--- config.mk ---
export PLATFORM = sky130hd
export DESIGN_NAME = ccl_ceiling_regs
export DESIGN_NICKNAME = d
export VERILOG_FILES = /design/src/ccl_pkg.sv /design/src/ccl_pin_if.sv /design/src/ccl_pin_sync.sv /design/src/ccl_ceiling_regs.sv
export VERILOG_INCLUDE_DIRS = /design/src
export SDC_FILE = /design/constraint.sdc
export NUM_CORES = 1
export LEC_CHECK = 0
export BUFFER_PORTS_ARGS = -buffer_cell sky130_fd_sc_hd__buf_2
export CORE_MARGIN = 10
export CORE_UTILIZATION = 40
export CTS_CLUSTER_SIZE = 8
export DETAILED_ROUTE_END_ITERATION = 12
export PLACE_DENSITY = 0.56
export SYNTH_ARGS = -nofsm -noshare
export SYNTH_HDL_FRONTEND = slang
export SYNTH_SLANG_ARGS = --single-unit
--- constraint.sdc ---
create_clock -name clock_i -period 2.14 [get_ports clock_i]
set_input_delay 0.107 -clock clock_i [delete_from_list [all_inputs] [get_ports clock_i]]
set_output_delay 0.107 -clock clock_i [all_outputs]
set_load 0.05 [all_outputs]
--- src/ccl_consts.svh ---
`ifndef CCL_CONSTS_SVH
`define CCL_CONSTS_SVH
// ----------------------------------------------------------------------
// Bus address and command codes
// ----------------------------------------------------------------------
`define CCL_SMB_ADDR      7'h09
`define CCL_CMD_CHG       8'h14
`define CCL_CMD_INP2      8'h3b
`define CCL_CMD_INP1      8'h3f
// ----------------------------------------------------------------------
// Ceiling field layout, clamp and reset values
// ----------------------------------------------------------------------
`define CCL_FIELD_MASK    16'h1ffc
`define CCL_CEIL_MAX      16'h17c0
`define CCL_CHG_RST       16'h0000
`define CCL_INP1_RST      16'h0000
`define CCL_INP2_DFLT     16'h05dc
`define CCL_STRAP_W       11
// ----------------------------------------------------------------------
// Synchroniser lanes
// ----------------------------------------------------------------------
`define CCL_IX_SCL        0
`define CCL_IX_SDA        1
`define CCL_IX_APOR       2
`define CCL_IX_BATF       3
`define CCL_IX_CHALF      4
`define CCL_IX_IHALF      5
`define CCL_IX_STRAP      6
`define CCL_SYNC_W        17
// Idle level per lane: both bus lines rest high on their pull-ups
`define CCL_SYNC_IDLE     17'h00003
`endif

--- src/ccl_pkg.sv ---
// ----------------------------------------------------------------------
// Shared types
// ----------------------------------------------------------------------
package ccl_pkg;
	// Serial slave protocol states
	typedef enum logic [3:0] {
		st_idle,
		st_addr,
		st_cmd,
		st_wlo,
		st_whi,
		st_ack_addr,
		st_ack_cmd,
		st_ack_wlo,
		st_ack_whi,
		st_rlo,
		st_rhi,
		st_mack_lo,
		st_mack_hi
	} ccl_state_t;
	// One register word
	typedef logic [15:0] ccl_word_t;
endpackage : ccl_pkg

--- src/ccl_pin_if.sv ---
// ----------------------------------------------------------------------
// Synchronised pin levels and their edges
// ----------------------------------------------------------------------
interface ccl_pin_if #(
	parameter int W = 17
);
	logic [W-1:0] lvl;  // Filtered level
	logic [W-1:0] rise; // One-cycle rise pulse
	logic [W-1:0] fall; // One-cycle fall pulse
	modport src (output lvl, output rise, output fall);
	modport snk (input lvl, input rise, input fall);
endinterface : ccl_pin_if

--- src/ccl_pin_sync.sv ---
// ----------------------------------------------------------------------
// Three-stage pin synchroniser with agreement filter
// ----------------------------------------------------------------------
module ccl_pin_sync #(
	parameter int           W    = 17,
	parameter logic [W-1:0] IDLE = '0 // Idle level of each lane, used as its reset level
) (
	input  wire logic         clock_i,
	input  wire logic         nrst_i,
	input  wire logic [W-1:0] raw_i,
	ccl_pin_if.src            pins
);
	import ccl_pkg::*;

	// Refuse widths the lanes cannot serve
	if (W < 1) begin : g_bad_w
		$error("ccl_pin_sync: W must be at least one");
	end

	// One lane per bit; a level counts only once stages two and three agree,
	// which rejects a single-cycle glitch on slow bus edges
	for (genvar i = 0; i < W; i++) begin : g_lane
		logic s1_ff, s2_ff, s3_ff, lvl_ff, rise_ff, fall_ff;
		logic nxt_lvl, nxt_rise, nxt_fall;
		// Filter decision and edge pulses
		always_comb begin
			nxt_lvl  = (s2_ff == s3_ff) ? s3_ff : lvl_ff;
			nxt_rise = nxt_lvl & ~lvl_ff;
			nxt_fall = ~nxt_lvl & lvl_ff;
		end
		// Stage registers; stage one feeds stage two only. Reset to the idle
		// level, or the first cycles after reset would show a false edge
		always_ff @(posedge clock_i) begin
			if (!nrst_i) begin
				s1_ff   <= IDLE[i];
				s2_ff   <= IDLE[i];
				s3_ff   <= IDLE[i];
				lvl_ff  <= IDLE[i];
				rise_ff <= 1'b0;
				fall_ff <= 1'b0;
			end else begin
				s1_ff   <= raw_i[i];
				s2_ff   <= s1_ff;
				s3_ff   <= s2_ff;
				lvl_ff  <= nxt_lvl;
				rise_ff <= nxt_rise;
				fall_ff <= nxt_fall;
			end
		end
		assign pins.lvl[i]  = lvl_ff;
		assign pins.rise[i] = rise_ff;
		assign pins.fall[i] = fall_ff;
	end
endmodule : ccl_pin_sync

--- src/ccl_ceiling_regs.sv ---
// Operation
// - Word read/write slave at fixed address only
// - Charge ceiling keeps only bits 12:2
// - Charge ceiling clamped to 6080mA code
// - Charge bit 2 weighs 4mA, doubling upward
// - Half sense resistor doubles charge weights
// - Reset clears charge ceiling to zero
// - Charge ceiling reads back stored value
// - Input ceilings keep only bits 12:2
// - Input ceilings clamped to 6080mA code
// - Input bit 2 weighs 4mA, doubling upward
// - Half sense resistor doubles input weights
// - Adapter reset loads primary from strap
// - Adapter reset defaults secondary unless battery first
// - Input ceilings read back stored values
// - Secondary masked, clamped and read back exactly like primary
`include "ccl_consts.svh"

module ccl_ceiling_regs (
	input  wire logic                    clock_i,
	input  wire logic                    nrst_i,
	input  wire logic                    scl_i,
	input  wire logic                    sda_i,
	output logic                         sda_o,
	output logic                         sda_oe_o,
	input  wire logic                    adapter_por_i,
	input  wire logic                    battery_first_i,
	input  wire logic                    charge_half_rsense_i,
	input  wire logic                    input_half_rsense_i,
	input  wire logic [`CCL_STRAP_W-1:0] strap_resistor_pin_code_i,
	output logic [10:0]                  charge_code_o,
	output logic [10:0]                  input_primary_code_o,
	output logic [10:0]                  input_secondary_code_o,
	output logic [13:0]                  charge_ma_o,
	output logic [13:0]                  input_primary_ma_o,
	output logic [13:0]                  input_secondary_ma_o
);
	import ccl_pkg::*;

	// ------------------------------------------------------------------
	// Pin synchronisation
	// ------------------------------------------------------------------
	logic [`CCL_SYNC_W-1:0] raw_vec; // All outside inputs, one lane each

	assign raw_vec = {strap_resistor_pin_code_i, input_half_rsense_i, charge_half_rsense_i,
		battery_first_i, adapter_por_i, sda_i, scl_i};

	ccl_pin_if #(.W(`CCL_SYNC_W)) pins ();

	ccl_pin_sync #(.W(`CCL_SYNC_W), .IDLE(`CCL_SYNC_IDLE)) u_sync (
		.clock_i (clock_i),
		.nrst_i  (nrst_i),
		.raw_i   (raw_vec),
		.pins    (pins.src)
	);

	logic                    sda_lvl;    // Filtered data line
	logic                    scl_rise;   // Clock line rose
	logic                    scl_fall;   // Clock line fell
	logic                    bus_start;  // Data fell while clock high
	logic                    bus_stop;   // Data rose while clock high
	logic                    adp_evt;    // Adapter reset released
	logic [`CCL_STRAP_W-1:0] strap_code; // Decoded strap value

	assign sda_lvl    = pins.lvl[`CCL_IX_SDA];
	assign scl_rise   = pins.rise[`CCL_IX_SCL];
	assign scl_fall   = pins.fall[`CCL_IX_SCL];
	assign bus_start  = pins.fall[`CCL_IX_SDA] & pins.lvl[`CCL_IX_SCL];
	assign bus_stop   = pins.rise[`CCL_IX_SDA] & pins.lvl[`CCL_IX_SCL];
	assign adp_evt    = pins.fall[`CCL_IX_APOR];
	assign strap_code = pins.lvl[`CCL_IX_STRAP +: `CCL_STRAP_W];

	// ------------------------------------------------------------------
	// Helpers
	// ------------------------------------------------------------------
	// Mask to the ceiling field, then clamp to the largest legal code
	function automatic ccl_word_t ccl_fold(input ccl_word_t w);
		ccl_word_t m;
		m = w & `CCL_FIELD_MASK;
		ccl_fold = (m > `CCL_CEIL_MAX) ? `CCL_CEIL_MAX : m;
	endfunction : ccl_fold

	// Register value already equals mA for the nominal resistor; a half
	// resistor doubles every weight
	function automatic logic [13:0] ccl_ma(input ccl_word_t r, input logic half);
		ccl_ma = half ? {r[12:0], 1'b0} : {1'b0, r[12:0]};
	endfunction : ccl_ma

	// ------------------------------------------------------------------
	// Serial slave state
	// ------------------------------------------------------------------
	ccl_state_t st_ff, nxt_st;         // Protocol phase
	logic [3:0] bitcnt_ff, nxt_bitcnt; // Bits seen in this byte
	logic [7:0] sh_ff, nxt_sh;         // Shift register, in or out
	logic [7:0] cmd_ff, nxt_cmd;       // Last command code
	logic [7:0] lo_ff, nxt_lo;         // Held low data byte
	logic       rw_ff, nxt_rw;         // Read bit of the address
	logic       oe_ff, nxt_oe;         // Pulling the data line low
	logic       sdo_ff;                // Open-drain output level
	logic       wr_stb;                // Whole word received
	ccl_word_t  wr_word;               // Word being committed
	ccl_word_t  rd_word;               // Word selected for read

	ccl_word_t  chg_ff, nxt_chg;       // Charge ceiling
	ccl_word_t  inp1_ff, nxt_inp1;     // Primary input ceiling
	ccl_word_t  inp2_ff, nxt_inp2;     // Secondary input ceiling

	// Read selection; unmapped commands read as zero
	always_comb begin
		case (cmd_ff)
			`CCL_CMD_CHG:  rd_word = chg_ff;
			`CCL_CMD_INP1: rd_word = inp1_ff;
			`CCL_CMD_INP2: rd_word = inp2_ff;
			default:       rd_word = 16'h0000;
		endcase
	end

	// Protocol next state; data changes only after a clock fall, so our
	// own drive never fakes a start or stop
	always_comb begin
		nxt_st     = st_ff;
		nxt_bitcnt = bitcnt_ff;
		nxt_sh     = sh_ff;
		nxt_cmd    = cmd_ff;
		nxt_lo     = lo_ff;
		nxt_rw     = rw_ff;
		nxt_oe     = oe_ff;
		wr_stb     = 1'b0;
		wr_word    = {sh_ff, lo_ff}; // Low byte arrives first
		if (bus_start) begin
			// Start or repeated start always wins
			nxt_st     = st_addr;
			nxt_bitcnt = 4'h0;
			nxt_oe     = 1'b0;
		end else if (bus_stop) begin
			nxt_st = st_idle;
			nxt_oe = 1'b0;
		end else begin
			case (st_ff)
				// Receiving bytes
				st_addr, st_cmd, st_wlo, st_whi: begin
					if (scl_rise) begin
						nxt_sh     = {sh_ff[6:0], sda_lvl};
						nxt_bitcnt = bitcnt_ff + 4'h1;
					end else if (scl_fall && bitcnt_ff == 4'h8) begin
						nxt_oe = 1'b1;
						case (st_ff)
							st_addr: begin
								if (sh_ff[7:1] == `CCL_SMB_ADDR) begin
									nxt_rw = sh_ff[0];
									nxt_st = st_ack_addr;
								end else begin
									nxt_oe = 1'b0; // Not ours: stay silent
									nxt_st = st_idle;
								end
							end
							st_cmd: begin
								nxt_cmd = sh_ff;
								nxt_st  = st_ack_cmd;
							end
							st_wlo: begin
								nxt_lo = sh_ff;
								nxt_st = st_ack_wlo;
							end
							default: begin
								wr_stb = 1'b1;
								nxt_st = st_ack_whi;
							end
						endcase
					end
				end
				// Our acknowledge bit ends at the next clock fall
				st_ack_addr, st_ack_cmd, st_ack_wlo, st_ack_whi: begin
					if (scl_fall) begin
						nxt_bitcnt = 4'h0;
						nxt_oe     = 1'b0;
						case (st_ff)
							st_ack_addr: begin
								if (rw_ff) begin
									nxt_sh = rd_word[7:0];
									nxt_oe = ~rd_word[7];
									nxt_st = st_rlo;
								end else begin
									nxt_st = st_cmd;
								end
							end
							st_ack_cmd: nxt_st = st_wlo;
							st_ack_wlo: nxt_st = st_whi;
							default:    nxt_st = st_idle; // Extra bytes ignored
						endcase
					end
				end
				// Sending bytes, most significant bit first
				st_rlo, st_rhi: begin
					if (scl_fall) begin
						if (bitcnt_ff == 4'h7) begin
							nxt_oe = 1'b0;
							nxt_st = (st_ff == st_rlo) ? st_mack_lo : st_mack_hi;
						end else begin
							nxt_sh     = {sh_ff[6:0], 1'b0};
							nxt_oe     = ~sh_ff[6];
							nxt_bitcnt = bitcnt_ff + 4'h1;
						end
					end
				end
				// Host acknowledge after the low byte decides on the high byte
				st_mack_lo: begin
					if (scl_rise) begin
						nxt_sh[0] = sda_lvl;
					end else if (scl_fall) begin
						if (!sh_ff[0]) begin
							nxt_sh     = rd_word[15:8];
							nxt_oe     = ~rd_word[15];
							nxt_bitcnt = 4'h0;
							nxt_st     = st_rhi;
						end else begin
							nxt_st = st_idle;
						end
					end
				end
				st_mack_hi: begin
					if (scl_fall) begin
						nxt_st = st_idle;
					end
				end
				default: begin
					nxt_oe = 1'b0;
				end
			endcase
		end
	end

	// Protocol registers
	always_ff @(posedge clock_i) begin
		if (!nrst_i) begin
			st_ff     <= st_idle;
			bitcnt_ff <= 4'h0;
			sh_ff     <= 8'h00;
			cmd_ff    <= 8'h00;
			lo_ff     <= 8'h00;
			rw_ff     <= 1'b0;
			oe_ff     <= 1'b0;
			sdo_ff    <= 1'b0;
		end else begin
			st_ff     <= nxt_st;
			bitcnt_ff <= nxt_bitcnt;
			sh_ff     <= nxt_sh;
			cmd_ff    <= nxt_cmd;
			lo_ff     <= nxt_lo;
			rw_ff     <= nxt_rw;
			oe_ff     <= nxt_oe;
			sdo_ff    <= 1'b0; // Open drain: only ever pulls low
		end
	end

	// ------------------------------------------------------------------
	// Ceiling registers
	// ------------------------------------------------------------------
	// Adapter reset beats a same-cycle host write to the primary, and to the secondary unless battery first
	always_comb begin
		nxt_chg  = chg_ff;
		nxt_inp1 = inp1_ff;
		nxt_inp2 = inp2_ff;
		if (wr_stb) begin
			case (cmd_ff)
				`CCL_CMD_CHG:  nxt_chg  = ccl_fold(wr_word);
				`CCL_CMD_INP1: nxt_inp1 = ccl_fold(wr_word);
				`CCL_CMD_INP2: nxt_inp2 = ccl_fold(wr_word);
				default:       nxt_chg  = chg_ff;            // Unmapped write dropped
			endcase
		end
		if (adp_evt) begin
			nxt_inp1 = ccl_fold({3'b000, strap_code, 2'b00});
			if (!pins.lvl[`CCL_IX_BATF]) begin
				nxt_inp2 = `CCL_INP2_DFLT;
			end
		end
	end

	// Ceiling registers and the current outputs derived from them
	always_ff @(posedge clock_i) begin
		if (!nrst_i) begin
			chg_ff               <= `CCL_CHG_RST;
			inp1_ff              <= `CCL_INP1_RST;
			inp2_ff              <= `CCL_INP2_DFLT;
			charge_ma_o          <= 14'h0000;
			input_primary_ma_o   <= 14'h0000;
			input_secondary_ma_o <= 14'h0000;
		end else begin
			chg_ff               <= nxt_chg;
			inp1_ff              <= nxt_inp1;
			inp2_ff              <= nxt_inp2;
			charge_ma_o          <= ccl_ma(chg_ff, pins.lvl[`CCL_IX_CHALF]);
			input_primary_ma_o   <= ccl_ma(inp1_ff, pins.lvl[`CCL_IX_IHALF]);
			input_secondary_ma_o <= ccl_ma(inp2_ff, pins.lvl[`CCL_IX_IHALF]);
		end
	end

	assign sda_o                  = sdo_ff;
	assign sda_oe_o               = oe_ff;
	assign charge_code_o          = chg_ff[12:2];
	assign input_primary_code_o   = inp1_ff[12:2];
	assign input_secondary_code_o = inp2_ff[12:2];
endmodule : ccl_ceiling_regs

# Yosys cells after proc, flatten, opt, wreduce, memory -nomap -nowiden
# Index checks and enable logic that the tools add are counted.
# word_totals
ff_bits	194
inputBits	19
output_inout_bits	77
wordCells	271
# op_classes
add_sub_neg	1
magnitude_cmp	2
n_eq_ne	57
muxes	70
bitwise	20
n_reduce_logical	27
# ops
cell	count
2-to-1 mux 16 bit	7
2-to-1 mux 13 bit	5
2-to-1 mux 4 bit	16
2-to-1 mux 8 bit	8
case mux 16 bit (3 select lines)	1
case mux 8 bit (4 select lines)	1
AND reduction 9 bit	3
> comparator 13 bit (second input constant)	2
equality test 4 bit (second input constant)	6
2-to-1 mux 1 bit	24
case mux 4 bit (3 select lines)	2
equality test 4 x 3 -> 1 bit (second input constant)	5
case mux 4 bit (5 select lines)	1
equality test 1 bit	17
equality test 8 x 6 -> 1 bit (second input constant)	2
inequality test 2 bit (second input constant)	8
inequality test 4 x 3 -> 1 bit (second input constant)	4
inequality test 4 bit (second input constant)	4
case mux 4 bit (4 select lines)	1
NOT 1 bit	13
AND reduction 12 bit	1
AND reduction 6 bit	2
inequality test 2 x 1 -> 1 bit (second input constant)	5
AND reduction 10 bit	1
other kinds (21)	38

# Longest topological paths before layout
# depth
ltp_word	11
ltp_mapped	8
mapped_depth_nobuf	7

# Hierarchy
# A second synthesis with hierarchy kept.
# unflattened
hier_cells	932
hier_area_um2	8892.3
# modules_own_cells
mod	n_inst	cells_per_inst	area_per_inst_um2
ccl_ceiling_regs	1	619	5396.4
ccl_pin_sync	1	313	3495.9

# Worst setup path before layout
# No wires, ideal clock.
# synth_timing
path_kind	register to register
start	reg cmd_ff[2]
end	reg oe_ff, in the netlist sda_oe_o
arrival_time_ns	1.852
required_time_ns	2.012
setup_slack_ns	0.160
stages_incl_launch_ff	8
path_buffers	2
path_cell_list	dfxtp_1 -> buf_4 -> or4b_1 -> buf_2 -> o32a_1 -> o211a_1 -> o31ai_1 -> mux2i_1
# synth_via
elab_chain_cells	7
# synth_rtl
item	line	text
from (decl)	ccl_ceiling_regs.sv:95	logic [7:0] cmd_ff, nxt_cmd;
from (signal assigned)	ccl_ceiling_regs.sv:248	cmd_ff <= nxt_cmd;
equality test 8 x 6 -> 1 bit / equality test 8 x 5 -> 1 bit (equally long branches)	ccl_ceiling_regs.sv:110	case (cmd_ff)
case mux 16 bit (3 select lines) *	ccl_ceiling_regs.sv:110	
NOT 1 bit, on equally long branches	ccl_ceiling_regs.sv:213, ccl_ceiling_regs.sv:181	
2-to-1 mux 1 bit, on equally long branches	ccl_ceiling_regs.sv:211, ccl_ceiling_regs.sv:179	
2-to-1 mux 1 bit, on equally long branches	ccl_ceiling_regs.sv:210, ccl_ceiling_regs.sv:177	
2-to-1 mux 1 bit, on equally long branches	ccl_ceiling_regs.sv:208, ccl_ceiling_regs.sv:174	
case mux 1 bit (5 select lines) *	ccl_ceiling_regs.sv:139	case (st_ff)
to (signal assigned)	ccl_ceiling_regs.sv:251	oe_ff <= nxt_oe;
to (decl)	ccl_ceiling_regs.sv:98	logic oe_ff, nxt_oe;
# Mark *: on every way between the ends. The rest lies on a longest branch, timed or not. The select of a mux whose other input is x is not followed.
# A chain may end at the register's enable or synchronous reset.

# Worst setup path after layout
# layout_timing
start	reg st_ff[0]
end	reg inp2_ff[5]
# layout_via
elab_chain_cells	11
# layout_rtl
item	line	text
from (decl)	ccl_ceiling_regs.sv:92	ccl_state_t st_ff, nxt_st;
from (signal assigned)	ccl_ceiling_regs.sv:236	st_ff <= st_idle;
from (signal assigned)	ccl_ceiling_regs.sv:245	st_ff <= nxt_st;
equality test 4 x 2 -> 1 bit / equality test 4 x 1 -> 1 bit (equally long branches)	ccl_ceiling_regs.sv:139, ccl_ceiling_regs.sv:147	
OR reduction 3 bit (no line)	-	
2-to-1 mux 1 bit	ccl_ceiling_regs.sv:147	case (st_ff)
2-to-1 mux 1 bit	ccl_ceiling_regs.sv:145	end else if (scl_fall && bitcnt_ff == 4'h8) begin
2-to-1 mux 1 bit	ccl_ceiling_regs.sv:142	if (scl_rise) begin
2-to-1 mux 1 bit *	ccl_ceiling_regs.sv:139	
2-to-1 mux 1 bit *	ccl_ceiling_regs.sv:135	end else if (bus_stop) begin
2-to-1 mux 1 bit *	ccl_ceiling_regs.sv:130	if (bus_start) begin
2-to-1 mux 16 bit *	ccl_ceiling_regs.sv:264	if (wr_stb) begin
2-to-1 mux 16 bit	ccl_ceiling_regs.sv:274	if (!pins.lvl[`CCL_IX_BATF]) begin
2-to-1 mux 16 bit *	ccl_ceiling_regs.sv:272	if (adp_evt) begin
to (signal assigned)	ccl_ceiling_regs.sv:285	inp2_ff <= `CCL_INP2_DFLT;
to (signal assigned)	ccl_ceiling_regs.sv:292	inp2_ff <= nxt_inp2;
to (decl)	ccl_ceiling_regs.sv:106	ccl_word_t inp2_ff, nxt_inp2;
# Mark *: on every way between the ends. The rest lies on a longest branch, timed or not.

==> results.txt <==
----------------------------------------------------
[Run status]
  Run status ... complete, no violations

[Layout]
  Total area of multi-input combinational cells ... roughly 3500 um^2
  Number of filler instances in the final layout ... ~1700
  Area taken by flip-flops and latches ... ~3600 um^2
  Area growth from synthesis to final layout ... 24.2%
  Post-route core utilization ... between 50% and 60%
  Layout cells sized above 1 ... roughly a quarter
  Number of antenna repair diodes ... 0
  Layout net count ... a little under 1000

[Global route]
  Vias in the first global route ... between 6000 and 7000
  Largest net degree at the start of global routing ... 80
  Global-route wire length before repair ... between 30000 and 40000 um
  Overall routing resource usage ... 17.5%
  Remaining global-route overflow ... 0
  Number of antenna violations at the first check in global routing ... 0

[CTS]
  Buffer depth of the longest clock path ... 2
  Master cell of the clock root buffer ... sky130_fd_sc_hd__clkbuf_16
  Worst skew pair latency ... ~0.43 ns
  Total CTS buffers ... 17
  CTS sink count ... around 180
  TritonCTS clock tree ... yes
  Number of levels in the clock H-tree ... 4
  Clock-pin slew on the worst setup and hold paths ... around 0.07 ns

[Synth]
  Area of the mapped netlist ... 7490 um^2
  Fraction of post-synthesis cell area in the top cell type by area ... 48.4%
  Synth top area cells ... sky130_fd_sc_hd__dfxtp_1 48%, sky130_fd_sc_hd__mux2i_1 7.5%, sky130_fd_sc_hd__nand2_1 4.2%, sky130_fd_sc_hd__and2_1 3.9%, sky130_fd_sc_hd__a21oi_1 3.5%
  Unique cell type count in the Yosys netlist ... slightly below 80
  Cells after Synth ... 810
  Count of flip-flops with a built-in enable after synthesis ... 0
  Count of synthesis-stage warnings from yosys ... 0
  Mean Syn Cell Area ... around 9.2 um^2
  Most used DFF post-synth ... sky130_fd_sc_hd__dfxtp_1
  Total of flip-flops plus latches after synthesis ... 181
  Library cell occupying the most area in the post-synthesis netlist ... sky130_fd_sc_hd__dfxtp_1
  Share of flip-flops with an asynchronous set or reset ... 0%
  Fraction of the yosys area taken by sequential cells ... 48.4%

[Route]
  Final Routed Wirelength ... between 20000 and 25000 um
  Number of remaining DRC errors ... 0
  Routed vias ... approximately 6400
  Violation count after the first detailed-routing iteration ... slightly below 500
  Avg WL per Cell ... ~18 um
  Via-per-instance ratio ... 5.41
  Post-detailed-route count of antenna-violating nets ... 0
  1st-pass router iterations ... 6

[Setup path]
  Startpoint of the most critical register-to-register path ... st_ff[0]$_SDFFE_PN0P_
  Worst reg2reg path endpoint ... inp2_ff[5]$_SDFF_PN0_
  Data arrival time of the critical path ... about 2.4 ns
  Worst Path Max Fanout ... 14
  Worst-case register-to-register setup slack ... 0.05 ns
  Kind of critical path ... reg2reg
  Element type at the critical path start ... register
  Critical path launch point ... st_ff[0]$_SDFFE_PN0P_
  Kind of end point of the critical path ... register
  Required time of the worst setup path ... 2.43 ns
  Critical path destination ... inp2_ff[5]$_SDFF_PN0_
  R2R depth ... 7

[Timing]
  Final Critical Period ... about 2.1 ns
  Hold Violations, Final ... 0
  Fin crit share ... a little over nine tenths
  Finish-stage setup viols ... 0
  Slew headroom ... 54.0%
  Highest Clock Rate ... 478 MHz
  Slew at the pin closest to its max-slew limit ... 0.690 ns
  Post-Route Skew ... approximately 0.010 ns
  Total count of max-transition violations in the final report ... 0

[Floorplanning]
  Die Y ... roughly 160 um
  Effective utilization at floorplan ... about 41%
  Area enclosed by the die boundary ... 24600 um^2
  Placeable core region ... ~18000 um^2
  Chip Width ... approximately 160 um
  Boundary pin count ... between 90 and 100
  Placement Rows ... 49

[Power]
  Part of the total power dissipated in combinational logic ... roughly 3.1%
  Worst-case vdd ir drop ... just over 600 uV
  Leak Pwr ... roughly 3.6 nW
  Int Pwr ... ~5.2 mW
  Pwr Total ... 6.75 mW
  Switching Share ... between 20% and 30%
  Clk network pwr share ... between 40% and 50%
  Power share of the sequential group ... 50.9%
  Psw ... ~1.6 mW
  Areal power density over the cells ... between 700 and 800 nW/um^2

[Placed design]
  Routability congestion estimate ... just over 0.9
  Detailed placement HPWL ... around 16000 um
  IO Port Bufs ... 90

[Flow run]
  Max Cap Violations ... 0

[Min path]
  Type of the tightest min-delay check ... in2reg

----------------------------------------------------
per-layer routing:
metal	up-vias	track usage, %	wire, um
li1	3137	-	-
met1	2991	22.3	9730
met2	244	27.7	9780
met3	43	4.66	1650
met4	0	6.52	600
met5	-	0	0
synthesized netlist by cell type, types with 4 or more instances:
cell                          n
sky130_fd_sc_hd__a32o_1       4
sky130_fd_sc_hd__a21boi_0     4
sky130_fd_sc_hd__o32ai_1      7
sky130_fd_sc_hd__nor3_1      17
sky130_fd_sc_hd__and3_1      11
sky130_fd_sc_hd__nor2b_1      4
sky130_fd_sc_hd__nor2_1      61
sky130_fd_sc_hd__clkbuf_1    42
sky130_fd_sc_hd__a22o_1       6
sky130_fd_sc_hd__a211oi_1    10
sky130_fd_sc_hd__o311ai_0     4
sky130_fd_sc_hd__nand3_1      8
sky130_fd_sc_hd__a21oi_1     53
sky130_fd_sc_hd__nand4_1      8
sky130_fd_sc_hd__a222oi_1     4
sky130_fd_sc_hd__o211ai_1     4
sky130_fd_sc_hd__inv_1       23
sky130_fd_sc_hd__a31oi_1      6
sky130_fd_sc_hd__nor4_1       5
sky130_fd_sc_hd__o31ai_1      5
sky130_fd_sc_hd__dfxtp_1    181
sky130_fd_sc_hd__nor3b_1      4
sky130_fd_sc_hd__o21ai_0     28
sky130_fd_sc_hd__buf_2        7
sky130_fd_sc_hd__o2111ai_1    4
sky130_fd_sc_hd__buf_4       17
sky130_fd_sc_hd__and2_1      47
sky130_fd_sc_hd__o22ai_1      9
sky130_fd_sc_hd__nand2_1     83
sky130_fd_sc_hd__o32a_1       4
sky130_fd_sc_hd__nand2b_1    10
sky130_fd_sc_hd__mux2i_1     56
area by class of cell:
type / count / area share (%)
timing repair buffer: 181 / 13.1
multi-input combinational: 539 / 37.5
clock inverter: 14 / 1.74
tap: 229 / 3.08
clock buffer: 18 / 4.61
sequential: 181 / 39.0
inverter: 24 / 0.968
stage by stage:
step                      cells  worst slack, ns  hold WS (ns)  setup TNS (ns)  cell area, um^2
after floorplan             814            0.160         0.208               0             7500
after global placement     1132           -0.172         0.288          -0.172             8450
after detailed placement   1132           -0.145         0.291          -0.472             8450
after CTS                  1182          0.00540        0.0848               0             9240
after global routing       1186         -0.00533         0.128        -0.00533             9300
final                      1186           0.0468        0.0945               0             9300
power by group through the flow:
| stage | logic [mW] | clock network [mW] | registers [mW] |
|---|---|---|---|
| 6_report | 0.209 | 3.11 | 3.43 |
| 5_1_grt | 0.230 | 3.32 | 3.44 |
| 4_1_cts | 0.210 | 3.18 | 3.43 |
| 3_5_place_dp | 0.186 | 0 | 3.51 |
| 3_3_place_gp | 0.183 | 0 | 3.51 |
| 2_1_floorplan | 0.113 | 0 | 3.53 |
worst min path at each step:
stage / from / endpoint / slack, ns / depth (start not counted)
after global placement: sda_i / u_sync.g_lane[1].s1_ff$_SDFF_PN1_ / 0.29 / 2
after global routing: nrst_i / u_sync.g_lane[3].lvl_ff$_SDFFE_PN0N_ / 0.13 / 3
after floorplan: scl_i / u_sync.g_lane[0].s1_ff$_SDFF_PN1_ / 0.21 / 1
final: nrst_i / u_sync.g_lane[3].lvl_ff$_SDFFE_PN0N_ / 0.09 / 3
after detailed placement: scl_i / u_sync.g_lane[0].s1_ff$_SDFF_PN1_ / 0.29 / 2
after CTS: nrst_i / u_sync.g_lane[3].lvl_ff$_SDFFE_PN0N_ / 0.08 / 3
repair_timing:
action                                  in CTS  in global routing
resized for setup                            5                 18
endpoints found under the setup margin      10                 30
hold buffers                                17                  0
pin swaps                                    2                  1
cloned                                       0                  1
setup buffers                                1                  3
endpoints found under the hold margin       17                  0
cells by family after synthesis:
kind of cell | count (synthesis) | share of synthesized area [%]
and+or+nand+nor | 289 | 20.6
AOI/OAI and AO/OA | 185 | 17.1
DFF | 181 | 48.4
buffers and inverters | 94 | 5.78
muxes | 57 | 7.64
adders and majority gates | 2 | 0.334
other | 1 | 0.0501
xor gates and xnor gates | 1 | 0.117
registers in the layout, summed over array words and instances (netlist names), 3 cells and up:
signal and flops:
u_sync.g_lane.s1_ff 17, u_sync.g_lane.fall_ff 3, lo_ff 6, u_sync.g_lane.s3_ff 17, input_secondary_ma_o 14, st_ff 4, charge_ma_o 12, cmd_ff 8
input_primary_ma_o 12, sh_ff 8, u_sync.g_lane.s2_ff 17, inp1_ff 11, u_sync.g_lane.lvl_ff 17, inp2_ff 16, bitcnt_ff 4, chg_ff 11
layout by cell type (no fill, tap or decap), drive strengths merged, types with 17 or more instances in the layout:
| cell | instances |
|---|---|
| and2 | 47 |
| a21oi | 53 |
| dlygate4sd3 | 17 |
| mux2i | 56 |
| buf | 164 |
| inv | 30 |
| nor2 | 61 |
| nand2 | 84 |
| clkbuf | 18 |
| nor3 | 19 |
| o21ai | 29 |
| dfxtp | 181 |
worst max-delay path, cell delays in order, from the launching register on:
cell and delay [ns]:
sky130_fd_sc_hd__dfxtp_4 0.40, sky130_fd_sc_hd__nor4b_4 0.44, sky130_fd_sc_hd__nand4_1 0.29, sky130_fd_sc_hd__buf_4 0.23, sky130_fd_sc_hd__nor4_4 0.18, sky130_fd_sc_hd__buf_6 0.17, sky130_fd_sc_hd__mux2i_1 0.19, sky130_fd_sc_hd__nor2_1 0.05
No activity file was read; power rests on OpenSTA's default activity.
